[src/rtl/fetch_pipeline_regs.vh]
// Constants for the instruction fetch front end
`ifndef FETCH_PIPELINE_REGS_VH
`define FETCH_PIPELINE_REGS_VH
`define ADDR_WIDTH 32
`define INSTR_WIDTH 32
`define RESET_FETCH_ADDR 32'h0000_0000
`define FETCH_STEP 32'h0000_0004
`define BUF_DEPTH 10
`define BRANCH_CACHE_ENTRIES 8
`define PRED_TABLE_ENTRIES 128
`define RETURN_STACK_ENTRIES 4
`define PRED_STRONG_NT 2'h0
`define PRED_WEAK_NT 2'h1
`define PRED_WEAK_T 2'h2
`define PRED_STRONG_T 2'h3
`define CLASS_SEQ 3'h0
`define CLASS_COND 3'h1
`define CLASS_UNCOND 3'h2
`define CLASS_CALL 3'h3
`define CLASS_RET 3'h4
`define OPC_COND 8'h60
`define OPC_UNCOND 8'h61
`define OPC_CALL 8'h62
`define OPC_RET 8'h63
`endif

[src/rtl/instr_fetch_branch_predictor.v]
// Instruction fetch front end with two-level branch prediction
// Summary of operation
// (RULE1) Fetch runs address generation, fetch one, fetch two, early decode, then a buffer stage.
// (RULE2) Fetch one starts the bus access and fetch two completes it next cycle.
// (RULE3) Early decode produces decode signals that travel with each instruction.
// (RULE4) A ten-entry FIFO lets fetch run ahead of the execution pipeline. The code stalls fetch at eight entries, so at most eight are filled.
// (RULE5) Decode-stage registers load from the buffer, or from early decode when it is empty.
// (RULE6) An 8-entry direct-mapped branch cache holds a 2-bit prediction state per entry.
// (RULE7) Each cache entry pairs a branch address with its target address.
// (RULE8) A taken cache hit at fetch one redirects address generation to the target.
// (RULE9) Correctly predicted taken conditional branches are folded out of the stream. The code folds only those that hit taken in the branch cache.
// (RULE10) A cache miss on a conditional branch consults a 128-entry prediction table.
// (RULE11) Early decode computes the target of a predicted taken branch and redirects.
// (RULE12) Unconditional branches, jumps and calls redirect to a computed target.
// (RULE13) A four-entry return stack: calls push, returns pop the predicted address.
// (RULE14) Fetch addresses are 32 bits wide.
// (RULE15) On resolution the 2-bit state steps toward the outcome and saturates.
`timescale 1ns/1ps
`default_nettype none
`include "fetch_pipeline_regs.vh"
module instr_fetch_branch_predictor #(
  parameter DEPTH = `BUF_DEPTH
) (
  // Clock and reset
  input wire clock,
  input wire rst_n,
  // Local instruction bus
  output reg [31:0] busAddr,
  output wire busReq,
  input wire [31:0] busData,
  // Decode stage: two instruction slots
  output reg [31:0] instr0,
  output reg [31:0] pc0,
  output reg [2:0] class0,
  output reg taken0,
  output reg valid0,
  output reg [31:0] instr1,
  output reg [31:0] pc1,
  output reg [2:0] class1,
  output reg taken1,
  output reg valid1,
  input wire [1:0] decodeTake,
  // Branch resolution from execution
  input wire resolveValid,
  input wire [31:0] resolvePc,
  input wire [31:0] resolveTarget,
  input wire resolveTaken,
  input wire resolveMispredict,
  // Status
  output wire bufFull,
  output wire bufEmpty
);
  // (RULE14) 32-bit fetch address
  reg [31:0] agAddr_reg;
  reg s1Valid_reg, s2Valid_reg, edValid_reg;
  reg [31:0] s1Addr_reg, s2Addr_reg, edAddr_reg, edInstr_reg;
  reg [2:0] edClass_reg;
  reg edTaken_reg, s2Hit_reg, edHit_reg, s2Live_reg;
  reg [31:0] s2Hold_reg;
  reg [31:0] bcBranch [0:`BRANCH_CACHE_ENTRIES-1];
  reg [31:0] bcTarget [0:`BRANCH_CACHE_ENTRIES-1];
  reg [1:0] bcState [0:`BRANCH_CACHE_ENTRIES-1];
  reg [`BRANCH_CACHE_ENTRIES-1:0] bcValid;
  reg [1:0] ptState [0:`PRED_TABLE_ENTRIES-1];
  reg [31:0] rstack [0:`RETURN_STACK_ENTRIES-1];
  reg [1:0] rsTop_reg;
  reg [2:0] rsCount_reg;
  reg [31:0] bufInstr [0:DEPTH-1];
  reg [31:0] bufPc [0:DEPTH-1];
  reg [2:0] bufClass [0:DEPTH-1];
  reg bufTaken [0:DEPTH-1];
  reg [3:0] bufRd_reg, bufWr_reg, bufCnt_reg;
  integer i;

  // Branch cache lookup at fetch one
  wire [2:0] bcIdx = s1Addr_reg[4:2];
  wire bcHit = s1Valid_reg && bcValid[bcIdx] && bcBranch[bcIdx] == s1Addr_reg;
  wire bcTakenHit = bcHit && bcState[bcIdx][1];
  // Fetch-two word: live bus data, or the copy held across a stall
  wire [31:0] s2Word = s2Live_reg ? busData : s2Hold_reg;
  // Early decode of the returned word
  wire [7:0] opc = s2Word[31:24];
  wire [31:0] disp = {{8{s2Word[23]}}, s2Word[23:0]};
  reg [2:0] dClass;
  always @*
  begin
    case (opc)
      `OPC_COND: dClass = `CLASS_COND;
      `OPC_UNCOND: dClass = `CLASS_UNCOND;
      `OPC_CALL: dClass = `CLASS_CALL;
      `OPC_RET: dClass = `CLASS_RET;
      default: dClass = `CLASS_SEQ;
    endcase
  end
  // (RULE10) Second level consulted when the cache gave no taken hit
  wire [6:0] ptIdx = s2Addr_reg[8:2];
  wire ptTaken = ptState[ptIdx][1];
  wire condTaken = s2Hit_reg ? 1'b1 : ptTaken;
  wire [31:0] relTarget = s2Addr_reg + disp;
  wire [31:0] retAddr = s2Addr_reg + `FETCH_STEP;
  // Redirect from fetch two when no cached target was used
  reg edRedirect;
  reg [31:0] edTarget;
  always @*
  begin
    edRedirect = 1'b0;
    edTarget = relTarget;
    if (s2Valid_reg && !s2Hit_reg)
    begin
      case (dClass)
        // (RULE11) Predicted taken, target computed
        `CLASS_COND: edRedirect = ptTaken;
        // (RULE12) Unconditional and call targets
        `CLASS_UNCOND, `CLASS_CALL: edRedirect = 1'b1;
        // (RULE13) Return uses stacked address
        `CLASS_RET:
        begin
          edRedirect = rsCount_reg != 3'h0;
          edTarget = rstack[rsTop_reg];
        end
        default: edRedirect = 1'b0;
      endcase
    end
  end

  // Buffer and decode-stage handshake
  wire [1:0] take = {decodeTake[1] & valid1, decodeTake[0] & valid0};
  wire [1:0] nTake = {1'b0, take[0]} + {1'b0, take[1]};
  // Read pointer and count as they stand after this cycle's take
  localparam [3:0] LAST_SLOT = DEPTH - 1;
  wire [3:0] cntLeft = bufCnt_reg - {2'h0, nTake};
  wire [3:0] rdOne = bufRd_reg == LAST_SLOT ? 4'h0 : bufRd_reg + 4'h1;
  wire [3:0] rdTwo = rdOne == LAST_SLOT ? 4'h0 : rdOne + 4'h1;
  wire [3:0] rdNext = nTake == 2'h2 ? rdTwo :
    (nTake == 2'h1 ? rdOne : bufRd_reg);
  wire [3:0] rdAfter = rdNext == LAST_SLOT ? 4'h0 : rdNext + 4'h1;
  assign bufFull = bufCnt_reg >= DEPTH - 2;
  assign bufEmpty = bufCnt_reg == 4'h0;
  // (RULE9) Folded taken conditional branch is dropped from the stream
  wire fold = edClass_reg == `CLASS_COND && edTaken_reg && edHit_reg;
  wire stall = bufFull;
  // A stalled early-decode word is held, so it is pushed only once
  wire pushEd = edValid_reg && !fold && !stall;
  wire flush = resolveValid && resolveMispredict;
  // (RULE2) Bus access started at fetch one
  assign busReq = s1Valid_reg && !stall;
  always @*
  begin
    busAddr = s1Addr_reg;
  end

  // (RULE1) Pipeline stage advance
  always @(posedge clock or negedge rst_n)
  begin
    if (!rst_n)
    begin
      agAddr_reg <= `RESET_FETCH_ADDR;
      s1Valid_reg <= 1'b0;
      s2Valid_reg <= 1'b0;
      edValid_reg <= 1'b0;
      s1Addr_reg <= `RESET_FETCH_ADDR;
      s2Addr_reg <= `RESET_FETCH_ADDR;
      edAddr_reg <= `RESET_FETCH_ADDR;
      edInstr_reg <= 32'h0000_0000;
      edClass_reg <= `CLASS_SEQ;
      edTaken_reg <= 1'b0;
      s2Hit_reg <= 1'b0;
      edHit_reg <= 1'b0;
      rsTop_reg <= 2'h0;
      rsCount_reg <= 3'h0;
    end
    else if (flush)
    begin
      agAddr_reg <= resolveTarget;
      s1Valid_reg <= 1'b0;
      s2Valid_reg <= 1'b0;
      edValid_reg <= 1'b0;
    end
    else if (!stall)
    begin
      s1Valid_reg <= 1'b1;
      s1Addr_reg <= agAddr_reg;
      // (RULE8) Cache target fed back from fetch one
      if (edRedirect)
        agAddr_reg <= edTarget;
      else if (bcTakenHit)
        agAddr_reg <= bcTarget[bcIdx];
      else
        agAddr_reg <= agAddr_reg + `FETCH_STEP;
      // (RULE2) Access completes at fetch two
      s2Valid_reg <= s1Valid_reg && !edRedirect;
      s2Addr_reg <= s1Addr_reg;
      s2Hit_reg <= bcTakenHit;
      // Wrong-path word behind a redirect or a taken cache hit is dropped
      if (edRedirect || bcTakenHit)
        s1Valid_reg <= 1'b0;
      // (RULE3) Decode signals travel with instruction
      edValid_reg <= s2Valid_reg;
      edAddr_reg <= s2Addr_reg;
      edInstr_reg <= s2Word;
      edHit_reg <= s2Hit_reg;
      edClass_reg <= dClass;
      edTaken_reg <= dClass == `CLASS_COND ? condTaken : edRedirect;
      // (RULE13) Push on call, pop on return
      if (s2Valid_reg && dClass == `CLASS_CALL)
      begin
        rsTop_reg <= rsTop_reg + 2'h1;
        if (rsCount_reg != 3'h4)
          rsCount_reg <= rsCount_reg + 3'h1;
      end
      else if (s2Valid_reg && dClass == `CLASS_RET && rsCount_reg != 3'h0)
      begin
        rsTop_reg <= rsTop_reg - 2'h1;
        rsCount_reg <= rsCount_reg - 3'h1;
      end
    end
  end

  // Hold the fetch-two word, since the bus answers only once
  always @(posedge clock or negedge rst_n)
  begin
    if (!rst_n)
    begin
      s2Live_reg <= 1'b0;
      s2Hold_reg <= 32'h0000_0000;
    end
    else
    begin
      s2Live_reg <= !flush && !stall;
      s2Hold_reg <= s2Word;
    end
  end

  // Return stack storage
  always @(posedge clock)
  begin
    if (!flush && !stall && s2Valid_reg && dClass == `CLASS_CALL)
      rstack[rsTop_reg + 2'h1] <= retAddr;
  end

  // (RULE4) Ten-entry FIFO between fetch and decode
  always @(posedge clock or negedge rst_n)
  begin
    if (!rst_n)
    begin
      bufRd_reg <= 4'h0;
      bufWr_reg <= 4'h0;
      bufCnt_reg <= 4'h0;
    end
    else if (flush)
    begin
      bufRd_reg <= 4'h0;
      bufWr_reg <= 4'h0;
      bufCnt_reg <= 4'h0;
    end
    else
    begin
      if (pushEd)
      begin
        bufInstr[bufWr_reg] <= edInstr_reg;
        bufPc[bufWr_reg] <= edAddr_reg;
        bufClass[bufWr_reg] <= edClass_reg;
        bufTaken[bufWr_reg] <= edTaken_reg;
        bufWr_reg <= bufWr_reg == DEPTH - 1 ? 4'h0 : bufWr_reg + 4'h1;
      end
      bufRd_reg <= rdNext;
      bufCnt_reg <= bufCnt_reg + {3'h0, pushEd} - {2'h0, nTake};
    end
  end

  // (RULE5) Decode slots load from buffer, else bypass from early decode
  wire bypass = pushEd && cntLeft == 4'h0;
  always @(posedge clock or negedge rst_n)
  begin
    if (!rst_n)
    begin
      valid0 <= 1'b0;
      valid1 <= 1'b0;
      instr0 <= 32'h0000_0000;
      pc0 <= 32'h0000_0000;
      class0 <= `CLASS_SEQ;
      taken0 <= 1'b0;
      instr1 <= 32'h0000_0000;
      pc1 <= 32'h0000_0000;
      class1 <= `CLASS_SEQ;
      taken1 <= 1'b0;
    end
    else if (flush)
    begin
      valid0 <= 1'b0;
      valid1 <= 1'b0;
    end
    else if (bypass)
    begin
      valid0 <= 1'b1;
      instr0 <= edInstr_reg;
      pc0 <= edAddr_reg;
      class0 <= edClass_reg;
      taken0 <= edTaken_reg;
      valid1 <= 1'b0;
    end
    else
    begin
      // Slots show the entries left after this cycle's take
      valid0 <= cntLeft != 4'h0;
      instr0 <= bufInstr[rdNext];
      pc0 <= bufPc[rdNext];
      class0 <= bufClass[rdNext];
      taken0 <= bufTaken[rdNext];
      valid1 <= cntLeft > 4'h1;
      instr1 <= bufInstr[rdAfter];
      pc1 <= bufPc[rdAfter];
      class1 <= bufClass[rdAfter];
      taken1 <= bufTaken[rdAfter];
    end
  end

  // (RULE6) (RULE7) (RULE15) Cache and table training on resolve
  wire [2:0] rIdx = resolvePc[4:2];
  wire [6:0] rPt = resolvePc[8:2];
  always @(posedge clock or negedge rst_n)
  begin
    if (!rst_n)
    begin
      bcValid <= 8'h00;
      for (i = 0; i < `PRED_TABLE_ENTRIES; i = i + 1)
        ptState[i] <= `PRED_WEAK_NT;
      for (i = 0; i < `BRANCH_CACHE_ENTRIES; i = i + 1)
      begin
        bcState[i] <= `PRED_WEAK_NT;
        bcBranch[i] <= 32'h0000_0000;
        bcTarget[i] <= 32'h0000_0000;
      end
    end
    else if (resolveValid)
    begin
      // (RULE15) Saturating step toward outcome
      if (resolveTaken && ptState[rPt] != `PRED_STRONG_T)
        ptState[rPt] <= ptState[rPt] + 2'h1;
      else if (!resolveTaken && ptState[rPt] != `PRED_STRONG_NT)
        ptState[rPt] <= ptState[rPt] - 2'h1;
      if (bcValid[rIdx] && bcBranch[rIdx] == resolvePc)
      begin
        if (resolveTaken && bcState[rIdx] != `PRED_STRONG_T)
          bcState[rIdx] <= bcState[rIdx] + 2'h1;
        else if (!resolveTaken && bcState[rIdx] != `PRED_STRONG_NT)
          bcState[rIdx] <= bcState[rIdx] - 2'h1;
      end
      else if (resolveTaken)
      begin
        // (RULE7) Allocate branch and target pair
        bcValid[rIdx] <= 1'b1;
        bcBranch[rIdx] <= resolvePc;
        bcTarget[rIdx] <= resolveTarget;
        bcState[rIdx] <= `PRED_WEAK_T;
      end
    end
  end
endmodule
`default_nettype wire

[config.mk]
export PLATFORM = sky130hd
export DESIGN_NAME = instr_fetch_branch_predictor
export DESIGN_NICKNAME = d
export VERILOG_FILES = /design/src/rtl/instr_fetch_branch_predictor.v
export VERILOG_INCLUDE_DIRS = /design/src /design/src/rtl
export SDC_FILE = /design/constraint.sdc
export NUM_CORES = 2
export LEC_CHECK = 0
export BUFFER_PORTS_ARGS = -buffer_cell sky130_fd_sc_hd__buf_2
export CORE_ASPECT_RATIO = 0.6
export CORE_MARGIN = 2
export CORE_UTILIZATION = 40
export CTS_BUF_LIST = sky130_fd_sc_hd__clkbuf_8 sky130_fd_sc_hd__clkbuf_16
export DETAILED_ROUTE_END_ITERATION = 8
export PLACE_DENSITY = 0.64
export SETUP_SLACK_MARGIN = 0.15
export SYNTH_ARGS = -nofsm -noshare
export SYNTH_HDL_FRONTEND = slang
export SYNTH_SLANG_ARGS = --single-unit
[constraint.sdc]
create_clock -name clock -period 17.15 [get_ports clock]
set_clock_uncertainty 0.2 [all_clocks]
set_input_delay 2.5725 -clock clock [delete_from_list [all_inputs] [get_ports clock]]
set_output_delay 2.5725 -clock clock [all_outputs]
set_load 0.03 [all_outputs]
==> out/qor.yml <==
hold_path_startpoint: "bcValid[4]"
floorplan.core_area_um2: 232000
yosys.cell_types.count: 88
violated_checks: "capacitance limit, slew limit"
rsz0062_at_grt: "false"
cts-hold-fix-buffers: 0
final_cell_mix: "sky130_fd_sc_hd__nand2_1 (1666), sky130_fd_sc_hd__dfrtp_1 (1007), sky130_fd_sc_hd__edfxtp_1 (808), sky130_fd_sc_hd__mux2_2 (379), sky130_fd_sc_hd__o21ai_0 (322)"
global_route.usage.total: 0.255
synth-adder-area-share: 0.00823
nFillCells: 20846
hold_viol: 0
relSlewSlack: -0.0243
fp.dieH_um: 378
r2r-start: "valid1"
synth_simple_gate_area_frac: 0.114
whs_path_cells: 1
vias_per_cell: 6.17
drive_gt1_frac: 0.200
synth_top_flop_cell: "sky130_fd_sc_hd__dfrtp_1"
seq_area_frac_synth: 0.570
totalNegativeSetupSlack_ps: 0
syn_inst: 7735
route.antenna.remaining_nets: 0
post-cts-setup-buffer-count: 0
synthXorXnorAreaFrac: 0.0144
peakVddDrop_mv: 0.274
cts-root-buf: "sky130_fd_sc_hd__clkbuf_16"
detail_route.first_pass.iterations: 6
final_common_cell: "sky130_fd_sc_hd__nand2_1"
leakage_power_total_nw: 41.2
crit_path_start_kind: "primary input"
clk-insertion-delay-late_ps: 870
clkSlewWorstSetupHoldPaths_ps: 60
yosys-mux-area-fraction: 0.168
cts_max_level: 4
layout_overhead_on_the_synthesized_area_pct: 11.3
via_count: 68237
cts.sinks: 1957
cts_tree: "built"
worstReg2RegEnd: "pc1[19]"
number_of_global_route_vias_before_repair: 65494
gpl.final_weighted_congestion: 0.921
grt_start_max_net_pins: 172
overflow: 0
postRouteWirelength_mm: 309
powerDensity_nw_per_um2: 198
async_flop_share: 0.587
port_buffers: 275
synth-compound-area-share: 0.0935
die_width_um: 628
criticalPathCategory: "primary input to register"
initial_cell_density_of_the_core: 0.402
io_pins: 276
hold-path-endpoint: "bcValid[4]"
critical_path_peak_fanout: 106
maxClockFrequency_mhz: 113
antenna_found_initial: 48
finalWorstPathRequiredPeriod_ps: 8830
yosys_warnings: 0
hold_path.class: "register to register"
syn-cell-area_um2: 93300
max_slew.worst_pin.slew_ps: 1520
number_of_enable_type_register_cells_in_the_synthesized_netlist: 808
timing.reg2reg.worst_path_depth: 16
postCtsResizedCells: 0
setup.reg_to_reg.worst_slack_ps: 10380
outcome: "finished with violations"
drt_iter0_markers: 9186
flip_flop_and_latch_count_after_synthesis: 1957
max-clock-path-buffers: 4
cap_violations: 1
cp_data_required_time_ps: 17570
slew_viol_final: 2
drc_errors: 0
cts_made_buffers: 197
finalSetupViolations: 0
biggest_regs: "bufInstr x320, bufPc x320"
place_hpwl_mm: 189
synth_top_family_by_area: "multiplexers"
avgSynthCellArea_um2: 12.1
post_drt_wl_per_cell_um: 27.9
design.die.area_um2: 237000
grt_first_pass_wirelength_mm: 454
worst_setup_path_end_kind: "register"
post-route-period-util: 0.515
critical_path_arrival_ps: 9250
synth_nets: 7897
row_count: 137
num-nets-final: 7930
worst_hold_slack_ps: 268
cell usage after synthesis, drive strengths merged, types with 19 or more instances:
library cell	number	share of area
mux2i	241	0.026
nand2	1672	0.067
and2	41	0.0027
dfrtp	1013	0.27
dfstp	136	0.038
a32oi	81	0.0078
o22ai	49	0.0033
nand3	253	0.014
a21oi	176	0.0094
o221ai	27	0.0025
a221o	19	0.0020
o211ai	27	0.0022
nor3	76	0.0042
inv	45	0.0018
nand4	115	0.0077
a211oi	25	0.0020
mux2	705	0.087
a311oi	32	0.0030
or3	20	0.0014
nor2b	22	0.0015
and3	46	0.0031
mux4	227	0.055
a31oi	139	0.0093
a22o	59	0.0055
o21ai	324	0.017
nor4	19	0.0013
a22oi	219	0.018
clkbuf	394	0.016
xor2	71	0.0067
xnor2	82	0.0077
nand2b	33	0.0022
buf	194	0.015
a221oi	41	0.0038
edfxtp	808	0.26
nor2	113	0.0045
ha	55	0.0074
logic make-up (layout without fill, tap and decap cells):
family	Yosys count	after routing
AND/OR/NAND/NOR	2457	2457
flip-flops	1957	1957
AO/OA/AOI/OAI	1301	1301
multiplexers	1173	1173
buffers and inverters	635	825
XOR/XNOR	153	153
adder cells (fa/ha/maj)	59	59
other	0	15
worst max path at each step:
stage | startpoint | endpoint | cells after the start
2_1_floorplan | resolveMispredict | bufClass[8][0] | 5
3_3_place_gp | resolvePc[3] | ptState[75] | 17
3_5_place_dp | resolvePc[3] | ptState[99] | 18
4_1_cts | resolvePc[3] | ptState[99] | 18
5_1_grt | resolvePc[3] | ptState[37] | 17
6_report | resolvePc[3] | ptState[7] | 17
per-layer routing:
metal / share of wire / vias up / GRT usage
li1: - / 28654 / -
met2: 0.42 / 4259 / 0.357
met3: 0.12 / 762 / 0.0639
met4: 0.041 / 18 / 0.0969
met5: 0.00037 / - / 0
met1: 0.42 / 34544 / 0.378
metrics by stage:
| stage | instances | total power [mW] | setup WS (ps) | util | cell area, um2 |
|---|---|---|---|---|---|
| final | 11067 | 20.6 | 8320 | 0.448 | 104000 |
| after global routing | 11064 | 21.5 | 7880 | 0.448 | 104000 |
| after CTS | 11052 | 20.4 | 8430 | 0.447 | 104000 |
| after detailed placement | 10696 | 16.0 | 7550 | 0.419 | 97300 |
| after global placement | 10696 | 15.8 | 7660 | 0.419 | 97300 |
| after floorplan | 7735 | 12.5 | 6720 | - | 93300 |
report_power, final:
group          switching [mW]  internal, mW  leakage [nW]
clock                    1.91          2.52          3.36
sequential               1.02          5.94          21.3
combinational            6.15          3.03          16.5
total                    9.09          11.5          41.2
layout make-up:
cell class,instances,area (um2),area share
sequential,1957,53200,0.512
clock inverter,125,1110,0.0107
clock buffer,231,5410,0.0521
multi-input combinational,5143,37500,0.361
timing repair buffer,422,2560,0.0246
tap,3127,3910,0.0377
antenna,15,37.5,0.000361
inverter,47,189,0.00182
critical path, stage by stage:
cell	delay (ps)
sky130_fd_sc_hd__buf_2	80
sky130_fd_sc_hd__buf_4	520
sky130_fd_sc_hd__and3b_2	380
sky130_fd_sc_hd__buf_4	320
sky130_fd_sc_hd__a22oi_1	230
sky130_fd_sc_hd__nand4_1	180
sky130_fd_sc_hd__o211ai_1	340
sky130_fd_sc_hd__o21ai_0	160
sky130_fd_sc_hd__mux2_2	330
sky130_fd_sc_hd__a21oi_4	660
sky130_fd_sc_hd__buf_4	910
sky130_fd_sc_hd__inv_1	110
sky130_fd_sc_hd__ha_1	240
sky130_fd_sc_hd__nor2b_1	330
sky130_fd_sc_hd__xor2_4	540
sky130_fd_sc_hd__buf_4	910
sky130_fd_sc_hd__o21ai_0	220
No activity file was read; power rests on OpenSTA's default activity.
